==> config.mk <==
export PLATFORM = sky130hd
export DESIGN_NAME = psrc_ctl
export DESIGN_NICKNAME = d
export VERILOG_FILES = /design/src/common/psrc_pkg.sv /design/src/rtl/psrc_ctl.sv /design/src/rtl/psrc_mask_reg.sv /design/src/rtl/psrc_apb_slv.sv
export VERILOG_INCLUDE_DIRS = /design/src /design/src/common
export SDC_FILE = /design/constraint.sdc
export NUM_CORES = 1
export LEC_CHECK = 0
export BUFFER_PORTS_ARGS = -buffer_cell sky130_fd_sc_hd__clkbuf_2
export CORE_MARGIN = 4
export CORE_UTILIZATION = 25
export DETAILED_ROUTE_END_ITERATION = 8
export GPL_TIMING_DRIVEN = 0
export SYNTH_ARGS = -nofsm -noshare
export SYNTH_HDL_FRONTEND = slang
export SYNTH_SLANG_ARGS = --single-unit
==> constraint.sdc <==
create_clock -name core_clk -period 5.1 [get_ports core_clk]
set_input_delay 1.02 -clock core_clk [delete_from_list [all_inputs] [get_ports core_clk]]
set_output_delay 1.02 -clock core_clk [all_outputs]
set_load 0.005 [all_outputs]
==> src/common/psrc_regs.svh <==
`ifndef PSRC_REGS_SVH
`define PSRC_REGS_SVH

// Byte offsets from the block base
`define PSRC_OFF_ONE 12'h044
`define PSRC_OFF_TWO 12'h048

// Reset values
`define PSRC_RST_ONE 32'h00000000
`define PSRC_RST_TWO 32'h00000000

// Writable bits; every other position reads zero
`define PSRC_WMASK_ONE 32'h070F5337
`define PSRC_WMASK_TWO 32'h000000FF

// Field positions, first control register
`define PSRC_BIT_CMP2 26
`define PSRC_BIT_CMP1 25
`define PSRC_BIT_CMP0 24
`define PSRC_BIT_GPC3 19
`define PSRC_BIT_GPC2 18
`define PSRC_BIT_GPC1 17
`define PSRC_BIT_GPC0 16
`define PSRC_BIT_TWU1 14
`define PSRC_BIT_TWU0 12
`define PSRC_BIT_ENC1 9
`define PSRC_BIT_ENC0 8
`define PSRC_BIT_SYN1 5
`define PSRC_BIT_SYN0 4
`define PSRC_BIT_ASY2 2
`define PSRC_BIT_ASY1 1
`define PSRC_BIT_ASY0 0

// Field positions, second control register
`define PSRC_BIT_PORT_LSB 0
`define PSRC_BIT_PORT_MSB 7

// Wait states the slave inserts in every access phase
`define PSRC_WAIT_STATES 2'h1

`endif

==> src/common/psrc_pkg.sv <==
package psrc_pkg;

  typedef logic [11:0] psrc_addr_t;
  typedef logic [31:0] psrc_word_t;

  typedef struct packed {
    logic comparator2_reset;
    logic comparator1_reset;
    logic comparator0_reset;
    logic gp_counter3_reset;
    logic gp_counter2_reset;
    logic gp_counter1_reset;
    logic gp_counter0_reset;
    logic two_wire_unit1_reset;
    logic two_wire_unit0_reset;
    logic encoder_unit1_reset;
    logic encoder_unit0_reset;
    logic sync_serial1_reset;
    logic sync_serial0_reset;
    logic async_serial2_reset;
    logic async_serial1_reset;
    logic async_serial0_reset;
  } psrc_ctl_one_t;

  typedef struct packed {
    logic port_h_reset;
    logic port_g_reset;
    logic port_f_reset;
    logic port_e_reset;
    logic port_d_reset;
    logic port_c_reset;
    logic port_b_reset;
    logic port_a_reset;
  } psrc_ctl_two_t;

endpackage

==> src/rtl/psrc_ctl.sv <==
// Implementation choice: the APB interface to the registers.
`timescale 1ns/1ns
`include "psrc_regs.svh"
// Contract
// - First register writes gated by capability two
// - Second register writes gated by capability four
// - First register at 0x044, resets zero
// - Second register at 0x048, resets zero
// - Bits 9, 8 reset encoder units
// - Bits 14, 12 reset two-wire units
// - Bits 5, 4 reset sync serial units
// - Bits 2..0 reset async serial units
// - Second register bits 7..0 reset ports
// - Reserved bits read zero, ignore writes
module psrc_ctl
  import psrc_pkg::*;
(
  input wire logic core_clk, // System clock, 10 MHz
  input wire logic rstn, // Async reset, active low
  input wire logic psel, // APB select
  input wire logic penable, // APB enable
  input wire logic pwrite, // APB direction, high writes
  input wire psrc_addr_t paddr, // APB byte address
  input wire psrc_word_t pwdata, // APB write data
  input wire logic [3:0] pstrb, // APB byte strobes
  output psrc_word_t prdata, // APB read data
  output logic pready, // APB ready
  output logic pslverr, // APB error, unmapped address
  input wire psrc_word_t capability_mask_two, // Units present, first register
  input wire psrc_word_t capability_mask_four, // Ports present, second register
  output psrc_ctl_one_t ctl_one_resets, // Unit resets, high holds reset
  output psrc_ctl_two_t ctl_two_resets // Port resets, high holds reset
);

  ////////////////////////////////////////////////////////////////////////////
  // Bus handshake and decode

  logic done;
  logic hit_one;
  logic hit_two;
  logic wr_one;
  logic wr_two;
  psrc_word_t wdata_eff;
  psrc_word_t reg_one_q;
  psrc_word_t reg_two_q;
  psrc_word_t rd_mux;
  logic [1:0] wait_cnt_r;

  psrc_apb_slv u_slv (
    .core_clk(core_clk),
    .rstn(rstn),
    .psel(psel),
    .penable(penable),
    .pready(pready),
    .done(done)
  );

  // Wait states of the current access phase, for the checks below
  always_ff @(posedge core_clk or negedge rstn) begin
    if (!rstn) begin
      wait_cnt_r <= 2'h0;
    end else if (psel && penable && !pready) begin
      wait_cnt_r <= 2'(wait_cnt_r + 2'h1);
    end else begin
      wait_cnt_r <= 2'h0;
    end
  end

  assign hit_one = (paddr == `PSRC_OFF_ONE);
  assign hit_two = (paddr == `PSRC_OFF_TWO);
  assign wr_one = done && pwrite && hit_one;
  assign wr_two = done && pwrite && hit_two;

  // Unstrobed lanes keep their old contents
  always_comb begin
    wdata_eff = reg_one_q;
    if (hit_two) begin
      wdata_eff = reg_two_q;
    end
    for (int i = 0; i < 4; i++) begin
      if (pstrb[i]) begin
        wdata_eff[i*8 +: 8] = pwdata[i*8 +: 8];
      end
    end
  end

  ////////////////////////////////////////////////////////////////////////////
  // Control registers

  psrc_mask_reg #(
    .W(32),
    .WMASK(`PSRC_WMASK_ONE),
    .RSTV(`PSRC_RST_ONE)
  ) u_reg_one (
    .core_clk(core_clk),
    .rstn(rstn),
    .wr_en(wr_one),
    .wdata(wdata_eff),
    .cap(capability_mask_two),
    .q(reg_one_q)
  );

  psrc_mask_reg #(
    .W(32),
    .WMASK(`PSRC_WMASK_TWO),
    .RSTV(`PSRC_RST_TWO)
  ) u_reg_two (
    .core_clk(core_clk),
    .rstn(rstn),
    .wr_en(wr_two),
    .wdata(wdata_eff),
    .cap(capability_mask_four),
    .q(reg_two_q)
  );

  ////////////////////////////////////////////////////////////////////////////
  // Read data and error

  always_comb begin
    rd_mux = 32'h00000000;
    if (hit_one) begin
      rd_mux = reg_one_q;
    end else if (hit_two) begin
      rd_mux = reg_two_q;
    end
  end

  // Captured when ready rises; the register cannot change before completion
  always_ff @(posedge core_clk or negedge rstn) begin
    if (!rstn) begin
      prdata <= 32'h00000000;
    end else if (psel && penable && !pready && !pwrite) begin
      prdata <= rd_mux;
    end else if (done) begin
      prdata <= 32'h00000000;
    end
  end

  always_ff @(posedge core_clk or negedge rstn) begin
    if (!rstn) begin
      pslverr <= 1'b0;
    end else begin
      pslverr <= psel && penable && !pready && !(hit_one || hit_two);
    end
  end

  ////////////////////////////////////////////////////////////////////////////
  // Peripheral reset lines

  // A high bit keeps the unit in reset; zero releases it
  assign ctl_one_resets.comparator2_reset = reg_one_q[`PSRC_BIT_CMP2];
  assign ctl_one_resets.comparator1_reset = reg_one_q[`PSRC_BIT_CMP1];
  assign ctl_one_resets.comparator0_reset = reg_one_q[`PSRC_BIT_CMP0];
  assign ctl_one_resets.gp_counter3_reset = reg_one_q[`PSRC_BIT_GPC3];
  assign ctl_one_resets.gp_counter2_reset = reg_one_q[`PSRC_BIT_GPC2];
  assign ctl_one_resets.gp_counter1_reset = reg_one_q[`PSRC_BIT_GPC1];
  assign ctl_one_resets.gp_counter0_reset = reg_one_q[`PSRC_BIT_GPC0];
  assign ctl_one_resets.two_wire_unit1_reset = reg_one_q[`PSRC_BIT_TWU1];
  assign ctl_one_resets.two_wire_unit0_reset = reg_one_q[`PSRC_BIT_TWU0];
  assign ctl_one_resets.encoder_unit1_reset = reg_one_q[`PSRC_BIT_ENC1];
  assign ctl_one_resets.encoder_unit0_reset = reg_one_q[`PSRC_BIT_ENC0];
  assign ctl_one_resets.sync_serial1_reset = reg_one_q[`PSRC_BIT_SYN1];
  assign ctl_one_resets.sync_serial0_reset = reg_one_q[`PSRC_BIT_SYN0];
  assign ctl_one_resets.async_serial2_reset = reg_one_q[`PSRC_BIT_ASY2];
  assign ctl_one_resets.async_serial1_reset = reg_one_q[`PSRC_BIT_ASY1];
  assign ctl_one_resets.async_serial0_reset = reg_one_q[`PSRC_BIT_ASY0];
  assign ctl_two_resets = reg_two_q[`PSRC_BIT_PORT_MSB:`PSRC_BIT_PORT_LSB];

  localparam psrc_word_t WMASK_ONE_C = `PSRC_WMASK_ONE;
endmodule

==> src/rtl/psrc_mask_reg.sv <==
`timescale 1ns/1ns
module psrc_mask_reg #(
  parameter int W = 32,
  parameter logic [W-1:0] WMASK = '1,
  parameter logic [W-1:0] RSTV = '0
) (
  input wire logic core_clk, // System clock
  input wire logic rstn, // Async reset, active low
  input wire logic wr_en, // One-cycle write strobe
  input wire logic [W-1:0] wdata, // Byte-merged write data
  input wire logic [W-1:0] cap, // Capability mask
  output logic [W-1:0] q // Stored value
);

  // Absent units and reserved bits can never be set
  always_ff @(posedge core_clk or negedge rstn) begin
    if (!rstn) begin
      q <= RSTV;
    end else if (wr_en) begin
      q <= wdata & cap & WMASK;
    end
  end

endmodule

==> src/rtl/psrc_apb_slv.sv <==
`timescale 1ns/1ns
module psrc_apb_slv
  import psrc_pkg::*;
(
  input wire logic core_clk, // System clock
  input wire logic rstn, // Async reset, active low
  input wire logic psel, // APB select
  input wire logic penable, // APB enable
  output logic pready, // Registered ready
  output logic done // Access completes this edge
);

  // Every access phase takes exactly two cycles
  always_ff @(posedge core_clk or negedge rstn) begin
    if (!rstn) begin
      pready <= 1'b0;
    end else begin
      pready <= psel && penable && !pready;
    end
  end

  assign done = psel && penable && pready;

endmodule

==> results of run 1 <==
[state kept, by name, indices dropped and copies added, names as in the netlist]
name / cells
u_reg_two.q: 8
u_reg_one.q: 16
u_slv.pready: 1
pslverr: 1
prdata: 19
[synthesized netlist by cell type]
cell type	count
sky130_fd_sc_hd__a21o_1	1
sky130_fd_sc_hd__a22o_1	14
sky130_fd_sc_hd__a22oi_1	5
sky130_fd_sc_hd__a2bb2oi_1	1
sky130_fd_sc_hd__a2bb2oi_2	2
sky130_fd_sc_hd__and3b_1	5
sky130_fd_sc_hd__buf_2	5
sky130_fd_sc_hd__buf_4	14
sky130_fd_sc_hd__buf_6	4
sky130_fd_sc_hd__clkbuf_1	5
sky130_fd_sc_hd__conb_1	1
sky130_fd_sc_hd__dfrtp_1	45
sky130_fd_sc_hd__inv_1	1
sky130_fd_sc_hd__nand2_1	27
sky130_fd_sc_hd__nand2b_1	1
sky130_fd_sc_hd__nand3_1	24
sky130_fd_sc_hd__nand3b_1	3
sky130_fd_sc_hd__nand4_1	17
sky130_fd_sc_hd__nand4b_1	11
sky130_fd_sc_hd__nor2_1	1
sky130_fd_sc_hd__nor2b_1	5
sky130_fd_sc_hd__nor4_2	1
sky130_fd_sc_hd__nor4_4	2
sky130_fd_sc_hd__o21ai_0	5
sky130_fd_sc_hd__o21ai_1	8
sky130_fd_sc_hd__o31a_1	1
sky130_fd_sc_hd__o41ai_1	5
sky130_fd_sc_hd__or2_2	2
sky130_fd_sc_hd__or4_1	3
sky130_fd_sc_hd__or4_4	1
sky130_fd_sc_hd__or4b_1	3
sky130_fd_sc_hd__or4bb_1	1
sky130_fd_sc_hd__xnor2_1	1
[through the flow]
stage	setup slack (ns)	cells
after detailed placement	2.10	456
after global routing	2.28	464
final	2.38	464
after CTS	2.42	464
after global placement	2.09	456
after floorplan	2.34	237
[cells by family (layout without fill, tap and decap cells)]
logic type                count (synthesis)  in the layout  share of synthesized area
AOI/OAI and AO/OA                        42             42                      0.139
other                                     1             13                    0.00161
DFF                                      45             45                      0.482
xor gates and xnor gates                  1              1                    0.00375
buffers and inverters                    29            145                     0.0847
and+or+nand+nor                         107            107                      0.289
[final cells by class]
| type | count | area [µm²] | area share |
|---|---|---|---|
| Buffer | 28 | 194 | 0.0617 |
| Clock buffer | 6 | 72.6 | 0.0231 |
| Clock inverter | 2 | 10.0 | 0.00319 |
| Inverter | 1 | 3.75 | 0.00119 |
| Multi-Input combinational cell | 163 | 1060 | 0.336 |
| Tap cell | 111 | 139 | 0.0442 |
| Sequential cell | 45 | 1130 | 0.358 |
| Timing Repair Buffer | 108 | 541 | 0.172 |
[where the power goes]
part           internal, mW  switching (mW)
combinational        0.0782          0.0757
clock                0.0952           0.120
sequential            0.392          0.0402
[worst max-delay path: stages]
cell and delay (ns):
sky130_fd_sc_hd__clkbuf_2 0.07, sky130_fd_sc_hd__or4b_1 0.52, sky130_fd_sc_hd__buf_4 0.19, sky130_fd_sc_hd__nor4_2 0.82
sky130_fd_sc_hd__a22oi_1 0.20, sky130_fd_sc_hd__nand2_1 0.12
[routing by layer]
layer	routed length, µm	GRT usage
met1	3360	0.175
met2	3780	0.234
met3	340	0.0247
met4	51	0.0281
met5	0	0
[path summary, 6_finish.rpt]
check,startpoint,to,slack (ns),cells past startpoint
worst max-delay path,paddr[7],prdata[1]$_DFFE_PN0P_,2.38,6
worst min-delay path,prdata[4]$_DFFE_PN0P_,prdata[4]$_DFFE_PN0P_,0.47,2
worst min register to register,prdata[4]$_DFFE_PN0P_,prdata[4]$_DFFE_PN0P_,0.47,2
worst max register to register,u_slv.pready$_DFF_PN0_,prdata[1]$_DFFE_PN0P_,2.90,4
max in group asynchronous,rstn,u_reg_one.q[19]$_DFFE_PN0P_,3.45,1
min in group asynchronous,rstn,prdata[18]$_DFFE_PN0P_,0.93,1
==> results.md, run 1 <==
- The flow ran to the end, and the final reports show no timing, DRC or antenna violations.
- The number of H-tree levels is 2.
- The required time of the worst setup path is about 5.3 ns.
- The post-route cell area is between 0.003 and 0.004 mm².
- The number of sinks driven by the clock tree is 45.
- The residual antenna-violating net count after detailed routing is 0.
- After detailed routing, the number of vias per cell comes to around 4.8.
- In the layout the commonest cells are sky130_fd_sc_hd__clkbuf_2, sky130_fd_sc_hd__dfrtp_1, sky130_fd_sc_hd__nand2_1, sky130_fd_sc_hd__nand3_1, sky130_fd_sc_hd__nand4_1.
- After global routing the overflow that remains totals 0.
- The kind of path behind the tightest hold check is reg2reg.
- In the global route stage, overall resource usage came out at 0.135.
- The initial antenna violation count is 0.
- The maximum net fanout on the critical path is 8.
- The initialized floorplan defines 35 standard-cell rows.
- The final count of pins violating max slew came to 0.
- The half-perimeter wire length after detailed placement is approximately 5800 µm.
- The cell at the root of the clock tree is sky130_fd_sc_hd__clkbuf_8.
- Across the run, the number of max-cap violations was 0.
- The clock input transition at the sequential cells of the worst setup and hold paths is around 0.08 ns.
- The library cell used most frequently in the layout, excluding fill and tap cells, is sky130_fd_sc_hd__clkbuf_2.
- The fraction of layout cells with a size suffix above 1 is 0.414.
- Setup repair after global routing left no endpoint under its margin.
- Summed over all instances, the cell type with the most area after synthesis is sky130_fd_sc_hd__dfrtp_1.
- The total number of nets in the final design is roughly 470.
- The core region area is 0.00915 mm².
- After detailed routing, the total wire length is between 7000 and 8000 µm.
- The utilization after layout is 0.343.
- Yosys attributes the largest share of cell area to sky130_fd_sc_hd__dfrtp_1, sky130_fd_sc_hd__a22o_1, sky130_fd_sc_hd__nand3_1, sky130_fd_sc_hd__nand4_1, sky130_fd_sc_hd__buf_4.
- In this run the tightest slew margin relative to its limit is 0.230.
- At the pin with the least slew margin, the transition time is around 1.2 ns.
- The average detailed-routed wire length per instance is roughly 16 µm.
- The number of instances resized during post-cts repair is 0.
- The largest net degree at the start of global routing is 46.
- Routability-driven placement finished with a final weighted congestion of 0.835.
- Across all hold checks on the routed design, the worst slack comes to ~0.47 ns.
- The layout has 954 filler cells.
- Across the VDD grid, the largest voltage drop is just over 80 µV.
- The total setup violations reported at the end of the flow is 0.
- The final number of hold-violating endpoints was 0.
- The worst-case clock buffer depth is 2.
- The number of buffers added to fix hold violations after cts is 0.
- Synthesis produced a netlist whose cell count is 225.
- Measured along the y axis, the die boundary spans between 100 and 150 µm.
- The count of yosys warnings during synthesis is 0.
- In this run the horizontal extent of the chip is roughly 100 µm.
- Dividing total power by cell area gives a power density of around 260 mW/mm².
- The placed instances occupy a cell area of around 0.0031 mm².
- The data arrival time at the worst-slack endpoint is around 3.0 ns.
- For this run, design rule violations remaining after detail routing come to 0.
- The worst setup path is launched from an input port.
- For this run, the detailed router's first-pass iteration total came to 4.
- In the final timing run, aggregate negative setup slack is 0 ns.
- The shortest period the worst path allows is 2.72 ns.
- The via count of the first global-routing pass is between 2k and 2.5k.
- TritonCTS created 5 clock buffers.
- The post-synthesis sequential element count is between 40 and 50.
- The area growth from synthesis to layout is 34.6%.
- After synthesis, the netlist uses 33 different library cells.
- 0 antenna diodes ended up in the layout.
- The period utilization is 0.533.
- The maximum operating frequency is between 0.3 and 0.4 GHz.
- The type of element capturing the critical path is a flop.
- The full die area is around 0.011 mm².
- The worst clock skew on the final layout is between 0.004 and 0.005 ns.
- Of the post-synthesis cell area, the dominant cell type holds 0.482.
- The kind of critical path is in2reg.
- Detailed routing inserted a total of about 2.2k vias.
- For this block, the initial DRC count from the detailed router was 96.
- The number of post-CTS setup repair buffers is 0.
- The effective utilization at floorplan is 0.255.
- The share of synthesized area occupied by flip-flops and latches is 0.482.
- The TritonCTS clock tree is built.
- The number of ports placed on the die boundary is between 150 and 200.
- The total design power is 801 µW.
- The clock latency on the worst-skew pair is 0.29 ns.
- Port buffering added ~110 buffers.
- For this design the static power due to leakage is 1.65 nW.
- The synthesized area is 0.00233 mm².
- The first global-routing pass estimated 11900 µm of wire.
- A synthesized cell averages slightly above 10 µm².
(Power assumes the default switching activity.)
==> run 2, diff against run 1 <==
clock period = 2.3 ns   (was 5.1 ns; I/O delays follow)
==> run 2 against run 1 <==
Effect of this change:
- flip-flop and latch count stayed put
- wire length down 0.17%
- worst setup slack worse by 2.2 ns
- combinational power grew 120%
- via count rose by 0.49%
- sequential share of layout area is 0.10 points lower
- hold slack lost 0.10 ns
- critical path depth rose by 2
- utilization up 0.096 points
- global-route usage unchanged
- die area did not move
- critical endpoint is now u_reg_one.q[25]$_DFFE_PN0P_
==> results.md, run 2 (synthesis results as in run 1) <==
- The run finished with clean final reports.
- The type of element capturing the critical path is a flop.
- The residual antenna-violating net count after detailed routing is 0 (unchanged).
- The final worst hold slack is 0.367 ns (-0.103 ns).
- The detailed route wirelength on metal3 came to 385 µm (+13%).
- The fraction of layout cells with a size suffix above 1 is 0.414 (unchanged).
- The most critical setup path has its startpoint at paddr[7].
- The cell with the largest stage delay on the worst path is sky130_fd_sc_hd__or4b_1.
- The first-pass iteration count of the detailed router is 4 (unchanged).
- The maximum operating frequency is 0.471 GHz.
- The startpoint identified for the worst register-to-register timing path is u_slv.pready$_DFF_PN0_.
- The number of violations of the max-capacitance limit was 0 (unchanged).
- The clock input transition at the sequential cells of the worst setup and hold paths is 0.08 ns (about the same).
- The final routed DRC violation total is 0 (unchanged).
- The signal on the critical path passes through clkbuf_2, or4b_1, buf_4, or4_1, buf_2, buf_6, nand4b_1, nand3_1.
- The cell family contributing the most delay on the critical path is simple AND/OR/NAND/NOR gates.
- Counting flops per register, the top entry is prdata.
- The relative slew slack is 0.231 (+0.000729).
- The minimum setup slack among reg-to-reg paths came to 0.24 ns (-2.66 ns).
- The area taken by multi-input logic gates came to 0.00106 mm² (+0.83%).
- The filler cell count is 954 (unchanged).
- The cell at the root of the clock tree is sky130_fd_sc_hd__clkbuf_8.
- The capturing element of the worst setup path is u_reg_one.q[25]$_DFFE_PN0P_.
- The number of flip-flops under the largest register name is 19 (unchanged).
- The average detailed-routed wire length per instance is 16.2 µm (-0.17%).
- The worst supply voltage drop on vdd came to 181 µV (+120%).
- The transition at the pin with the smallest max-transition slack came to 1.15 ns (-0.00109 ns).
- The number of buffers inserted during clock tree synthesis is 5 (unchanged).
- The mean number of vias per cell came to 4.85 (+0.49%).
- The total design power is 1.78 mW (+120%).
- The worst clock skew on the final layout is 0.00437 ns (-0.0000980 ns).
- The final antenna diode count is 0 (unchanged).
- The initial antenna violation count is 0 (unchanged).
- The routed metal-1 wirelength is 3320 µm (-1.3%).
- The kind of critical path is in2reg.
- The largest registers in the layout are prdata (19), u_reg_one.q (16), u_reg_two.q (8).
- The total number of nets in the final design was 469 (unchanged).
- The total length of routed met2 wires is 3770 µm (-0.37%).
- The period utilization is 0.922.
- The logic depth of the worst path, buffers included is 8 (+2).
- The count of routing violations after the opening detailed-route iteration was 93 (-3.1%).
- The quantity of I/O buffers inserted on ports is 108 (unchanged).
- The total setup violations reported at the end of the flow came to 0 (unchanged).
- The detailed-route via count was 2250 (+0.49%).
- The utilization after layout was 0.344 (+0.000957).
- Setup repair after global routing left no endpoint under its margin.
- The power density over cell area is 564 mW/mm² (+120%).
- The horizontal die dimension is 105 µm (unchanged).
- The area after detailed placement is 0.00306 mm² (unchanged).
- The maximum net fanout on the critical path came to 10 (+2).
- The worst hold path belongs to the class in2async.
- The clock latency on the worst-skew pair came to 0.29 ns (about the same).
- The worst-case clock buffer depth is 2 (unchanged).
- The full die area is 0.0109 mm² (unchanged).
- In the layout the commonest cells are sky130_fd_sc_hd__clkbuf_2, sky130_fd_sc_hd__dfrtp_1, sky130_fd_sc_hd__nand2_1, sky130_fd_sc_hd__nand3_1, sky130_fd_sc_hd__nand4_1.
- The total overflow reported by the global router is 0 (unchanged).
- The data arrival time at the worst-slack endpoint was 2.30 ns (-0.65 ns).
- The effective utilization at floorplan is 0.255 (unchanged).
- The number of buffer and inverter instances along the worst setup path was 4 (+2).
- The number of ports placed on the die boundary is 175 (unchanged).
- The most frequent standard cell in the layout excluding fill and tap cells is sky130_fd_sc_hd__clkbuf_2.
- TritonCTS built the clock tree.
- For the finished layout, the period the worst path requires is 2.12 ns.
- The uppermost layer routed is met4.
- The required time of the worst setup path came to 2.47 ns (-2.86 ns).
- The post-route cell area was 0.00315 mm² (+0.28%).
- Relative to the synthesized area, the layout overhead comes to 34.9%.
- The vertical extent of the die is 105 µm (unchanged).
- The number of H-tree levels came to 2 (unchanged).
- The core region area is 0.00915 mm² (unchanged).
- The number of sinks driven by the clock tree is 45 (unchanged).
- The post-detailed-routing wire length was 7520 µm (-0.17%).
- The delay contributed by the slowest stage of the critical path was 0.52 ns (-0.30 ns).
- The half-perimeter wire length after detailed placement is 5780 µm (unchanged).
- The largest net degree at the start of global routing was 46 (unchanged).
- The via count of the first global-routing pass is 2206 (unchanged).
- The static leakage is 1.66 nW (+0.76%).
- The path depth of the worst reg2reg path is 4 (unchanged).
- The number of post-CTS setup repair buffers is 0 (unchanged).
- The final number of hold-violating endpoints is 0 (unchanged).
- The final count of pins violating max slew is 0 (unchanged).
- The flip-flop and latch area is 0.00113 mm² (unchanged).
- The worst setup path is launched from an input port.
- The global-route wire length before repair came to 11900 µm (unchanged).
- The placer's final routability congestion estimate is 0.835 (unchanged).
- The row count came to 35 (unchanged).
- The overall routing resource usage is 0.135 (unchanged).
- The endpoint identified for the worst register-to-register timing path is prdata[9]$_DFFE_PN0P_.
run 2: cell counts in the layout (fill, tap and decap cells not counted):
Identical to the previous run, type by type.
run 2: cell type report:
type                    count  share of cell area
flip-flops and latches     45               0.357
multi-input cells         163               0.338
repair buffers            108               0.172
plain buffers              28              0.0616
well taps                 111              0.0441
clock buffers               6              0.0230
clock inverters             2             0.00318
inverters                   1             0.00119
run 2: worst min path at each step:
stage / end / slack, ns / cells past startpoint
floorplan: prdata[0]$_DFFE_PN0P_ / 0.16 / 0
global placement: prdata[2]$_DFFE_PN0P_ / 0.45 / 2
detailed placement: prdata[1]$_DFFE_PN0P_ / 0.46 / 2
CTS: u_reg_two.q[3]$_DFFE_PN0P_ / 0.40 / 3
global route: u_reg_two.q[6]$_DFFE_PN0P_ / 0.41 / 3
finish: prdata[18]$_DFFE_PN0P_ / 0.37 / 1
run 2: what timing repair did:
| action | CTS | global route |
|---|---|---|
| gates resized for setup | 0 | 1 |
| hold buffers | 0 | 0 |
| setup endpoints to repair | 0 | 1 |
run 2: worst reg2reg max path, cell delays in order (launching register included):
cell                      delay [ns]
sky130_fd_sc_hd__dfrtp_1        0.42
sky130_fd_sc_hd__or4bb_1        0.62
sky130_fd_sc_hd__nor4_4         0.45
sky130_fd_sc_hd__buf_2          0.34
sky130_fd_sc_hd__a22o_1         0.17
run 2: metal layers:
metal	track usage	vias to the layer above
met5	0	-
met4	0.0281	0
met3	0.0247	4
met2	0.234	76
met1	0.175	1086
li1	-	1084
run 2: per-stage QoR:
step           worst slack (ns)  setup TNS [ns]  instances
2_1_floorplan             0.103               0        237
3_3_place_gp             -0.154           -2.29        456
6_report                  0.178               0        464
3_5_place_dp             -0.135           -2.12        456
5_1_grt                  0.0897               0        464
4_1_cts                   0.109               0        464
run 2: report_power, final:
group,total (mW),internal (mW),switching [mW]
clock network,0.477,0.211,0.266
logic,0.341,0.173,0.168
registers,0.958,0.870,0.0881
total,1.78,1.25,0.522
==> run 3, diff against run 2 <==
CORE_MARGIN = 3   (was 4)
clock period = 2.45 ns   (was 2.3 ns; I/O delays follow)
==> run 3 against run 2 <==
Effect of this change:
- power increased by 2.2%
- die area shrank 3.8%
- clock power is 25% higher
- via count shrank 0.18%
- clock-buffer cell count stayed put
- utilization up 1.3 points
- first-iteration DRC count is 17% higher
- global-route usage rose by 0.98 points
- critical path depth fell by 4
==> results.md, run 3 (synthesis results as in run 1) <==
- The run finished with clean final reports.
- The initial antenna violation count came to 0 (unchanged).
- The period utilization is 0.924.
- The final number of hold-violating endpoints came to 0 (unchanged).
- The largest registers in the layout are prdata (19), u_reg_one.q (16), u_reg_two.q (8).
- The total overflow reported by the global router is 0 (unchanged).
- The setup TNS after final layout was 0 ns (unchanged).
- The worst path needs 2.26 ns of the cycle, external delays included.
- The register ranked first by flip-flop count is prdata.
- The minimum setup slack among reg-to-reg paths is 0.19 ns (-0.05 ns).
- The number of sinks driven by the clock tree is 45 (unchanged).
- The effective utilization at floorplan was 0.263 (+0.00750).
- The worst-case setup margin in the final layout is 0.185 ns (+0.00679 ns).
- The placer's final routability congestion estimate came to 0.845 (+1.2%).
- The residual antenna-violating net count after detailed routing is 0 (unchanged).
- The horizontal die dimension came to 103 µm (-1.9%).
- The final antenna diode count is 0 (unchanged).
- The number of post-CTS setup repair buffers is 0 (unchanged).
- The final count of pins violating max slew came to 0 (unchanged).
- The non-filler instance count after layout is 461 (-0.65%).
- The number of flip-flops under the largest register name is 19 (unchanged).
- The detailed-route via count is 2246 (-0.18%).
- The count of routing violations after the opening detailed-route iteration is 109 (+17%).
- The cell with the largest stage delay on the worst path is sky130_fd_sc_hd__nor4_2.
- The number of H-tree levels is 2 (unchanged).
- Traced cell by cell, the critical path runs through or4bb_1, nor4_2, a22oi_1, nand2_1.
- The path depth of the worst reg2reg path is 4 (unchanged).
- The kind of critical path is reg2reg.
- The quantity of I/O buffers inserted on ports was 108 (unchanged).
- The area growth from synthesis to final layout is 36.0%.
- The worst supply voltage drop on vdd came to 221 µV (+22%).
- The first-pass iteration count of the detailed router is 4 (unchanged).
- The largest net degree at the start of global routing was 46 (unchanged).
- The worst-case clock buffer depth is 2 (unchanged).
- The relative slew slack is 0.230 (-0.00117).
- The static leakage is 1.66 nW (about the same).
- The power density over cell area is 572 mW/mm² (+1.4%).
- The worst slack at placement is -0.0879 ns (+0.0471 ns).
- The maximum net fanout on the critical path was 8 (-2).
- The row count is 34 (-2.9%).
- The fraction of layout cells with a size suffix above 1 is 0.416 (+0.00283).
- The number of violations of the max-capacitance limit is 0 (unchanged).
- The total setup violations reported at the end of the flow is 0 (unchanged).
- The worst register-to-register path ends at prdata[4]$_DFFE_PN0P_.
- The number of ports placed on the die boundary is 175 (unchanged).
- The overall routing resource usage was 0.144 (+0.00983).
- The core region area is 0.00889 mm² (-2.9%).
- Setup repair after global routing left no endpoint under its margin.
- TritonCTS built the clock tree.
- The number of instances resized during post-cts repair is 0 (unchanged).
- The vertical extent of the die came to 103 µm (-1.9%).
- The number of buffers inserted during clock tree synthesis came to 5 (unchanged).
- The half-perimeter wire length after detailed placement is 5830 µm (+0.83%).
- The startpoint of the most critical register-to-register path is u_slv.pready$_DFF_PN0_.
- The via count of the first global-routing pass is 2206 (unchanged).
- The number of buffer and inverter instances along the worst setup path is 0 (-4).
- The type of element capturing the critical path is a flop.
- The most frequent standard cell in the layout excluding fill and tap cells is sky130_fd_sc_hd__clkbuf_2.
- The kind of cell with the highest combined delay along the critical path is simple AND/OR/NAND/NOR gates.
- The area after detailed placement is 0.00306 mm² (-0.12%).
- The final worst hold slack came to 0.401 ns (+0.0340 ns).
- The post-route cell area is 0.00318 mm² (+0.79%).
- The number of placed cells counting well taps is 453 (-0.66%).
- For this run, the top clock speed supported by timing is roughly 0.44 GHz.
- The data arrival time at the worst-slack endpoint was 2.50 ns (+0.20 ns).
- The final routed DRC violation total is 0 (unchanged).
- The number of buffers added to fix hold violations after cts is 0 (unchanged).
- The utilization after layout is 0.357 (+0.0129).
- The delay contributed by the slowest stage of the critical path was 0.84 ns (+0.32 ns).
- The transition at the pin with the smallest max-transition slack is 1.16 ns (+0.00175 ns).
- The total design power is 1.82 mW (+2.2%).
- The required time of the worst setup path was 2.68 ns (+0.21 ns).
- The mean number of vias per cell came to 4.87 (+0.47%).
- The worst setup path is launched from a flop.
- The min-delay analysis places its worst path in the category in2async.
- The post-detailed-routing wire length is 7570 µm (+0.64%).
- The global-route wire length before repair is 11700 µm (-1.8%).
- Leaving out fill and tap cells, the most frequent cells in the layout are sky130_fd_sc_hd__clkbuf_2, sky130_fd_sc_hd__dfrtp_1, sky130_fd_sc_hd__nand2_1, sky130_fd_sc_hd__nand3_1, sky130_fd_sc_hd__nand4_1.
- The worst clock skew on the final layout is 0.00671 ns (+0.00234 ns).
- The average detailed-routed wire length per instance is 16.4 µm (+1.3%).
- The clock latency on the worst-skew pair is 0.30 ns (about the same).
- The logic depth of the worst path, buffers included is 4 (-4).
- The total number of nets in the final design is 469 (unchanged).
- CTS placed an instance of sky130_fd_sc_hd__clkbuf_8 at the clock tree root.
- The full die area is 0.0105 mm² (-3.8%).
- The clock input transition at the sequential cells of the worst setup and hold paths is 0.09 ns (about the same).
## run 3: power breakdown
group	leakage [nW]	internal (mW)	total, mW	switching [mW]
sequential	0.617	0.817	0.899	0.0819
combinational	0.987	0.163	0.320	0.157
clock	0.0574	0.332	0.597	0.265
total	1.66	1.31	1.82	0.504
## run 3: layer usage
metal  up-vias  share of wire  global-route usage  routed length [µm]
met5         -              0                   0                   0
met1      1098           0.44               0.198                3340
met2        59           0.50               0.234                3770
li1       1084              -                   -                   -
met4         0          0.011              0.0404                  83
met3         5          0.050              0.0264                 375
## run 3: worst max-delay path by stage
stage	slack, ns	from	to
finish	0.19	u_slv.pready$_DFF_PN0_	prdata[4]$_DFFE_PN0P_
global route	0.07	u_slv.pready$_DFF_PN0_	prdata[2]$_DFFE_PN0P_
CTS	0.18	u_slv.pready$_DFF_PN0_	prdata[4]$_DFFE_PN0P_
detailed placement	-0.09	paddr[11]	prdata[4]$_DFFE_PN0P_
global placement	-0.12	paddr[11]	prdata[4]$_DFFE_PN0P_
floorplan	0.22	paddr[7]	u_reg_two.q[3]$_DFFE_PN0P_
## run 3: layout make-up
type                    instances  area (µm²)
flip-flops and latches         45        1130
inverters                       1        3.75
plain buffers                  28         194
fillers                       950        5720
clock inverters                 2        37.5
multi-input cells             163        1060
repair buffers                108         541
clock buffers                   6        82.6
well taps                     108         135
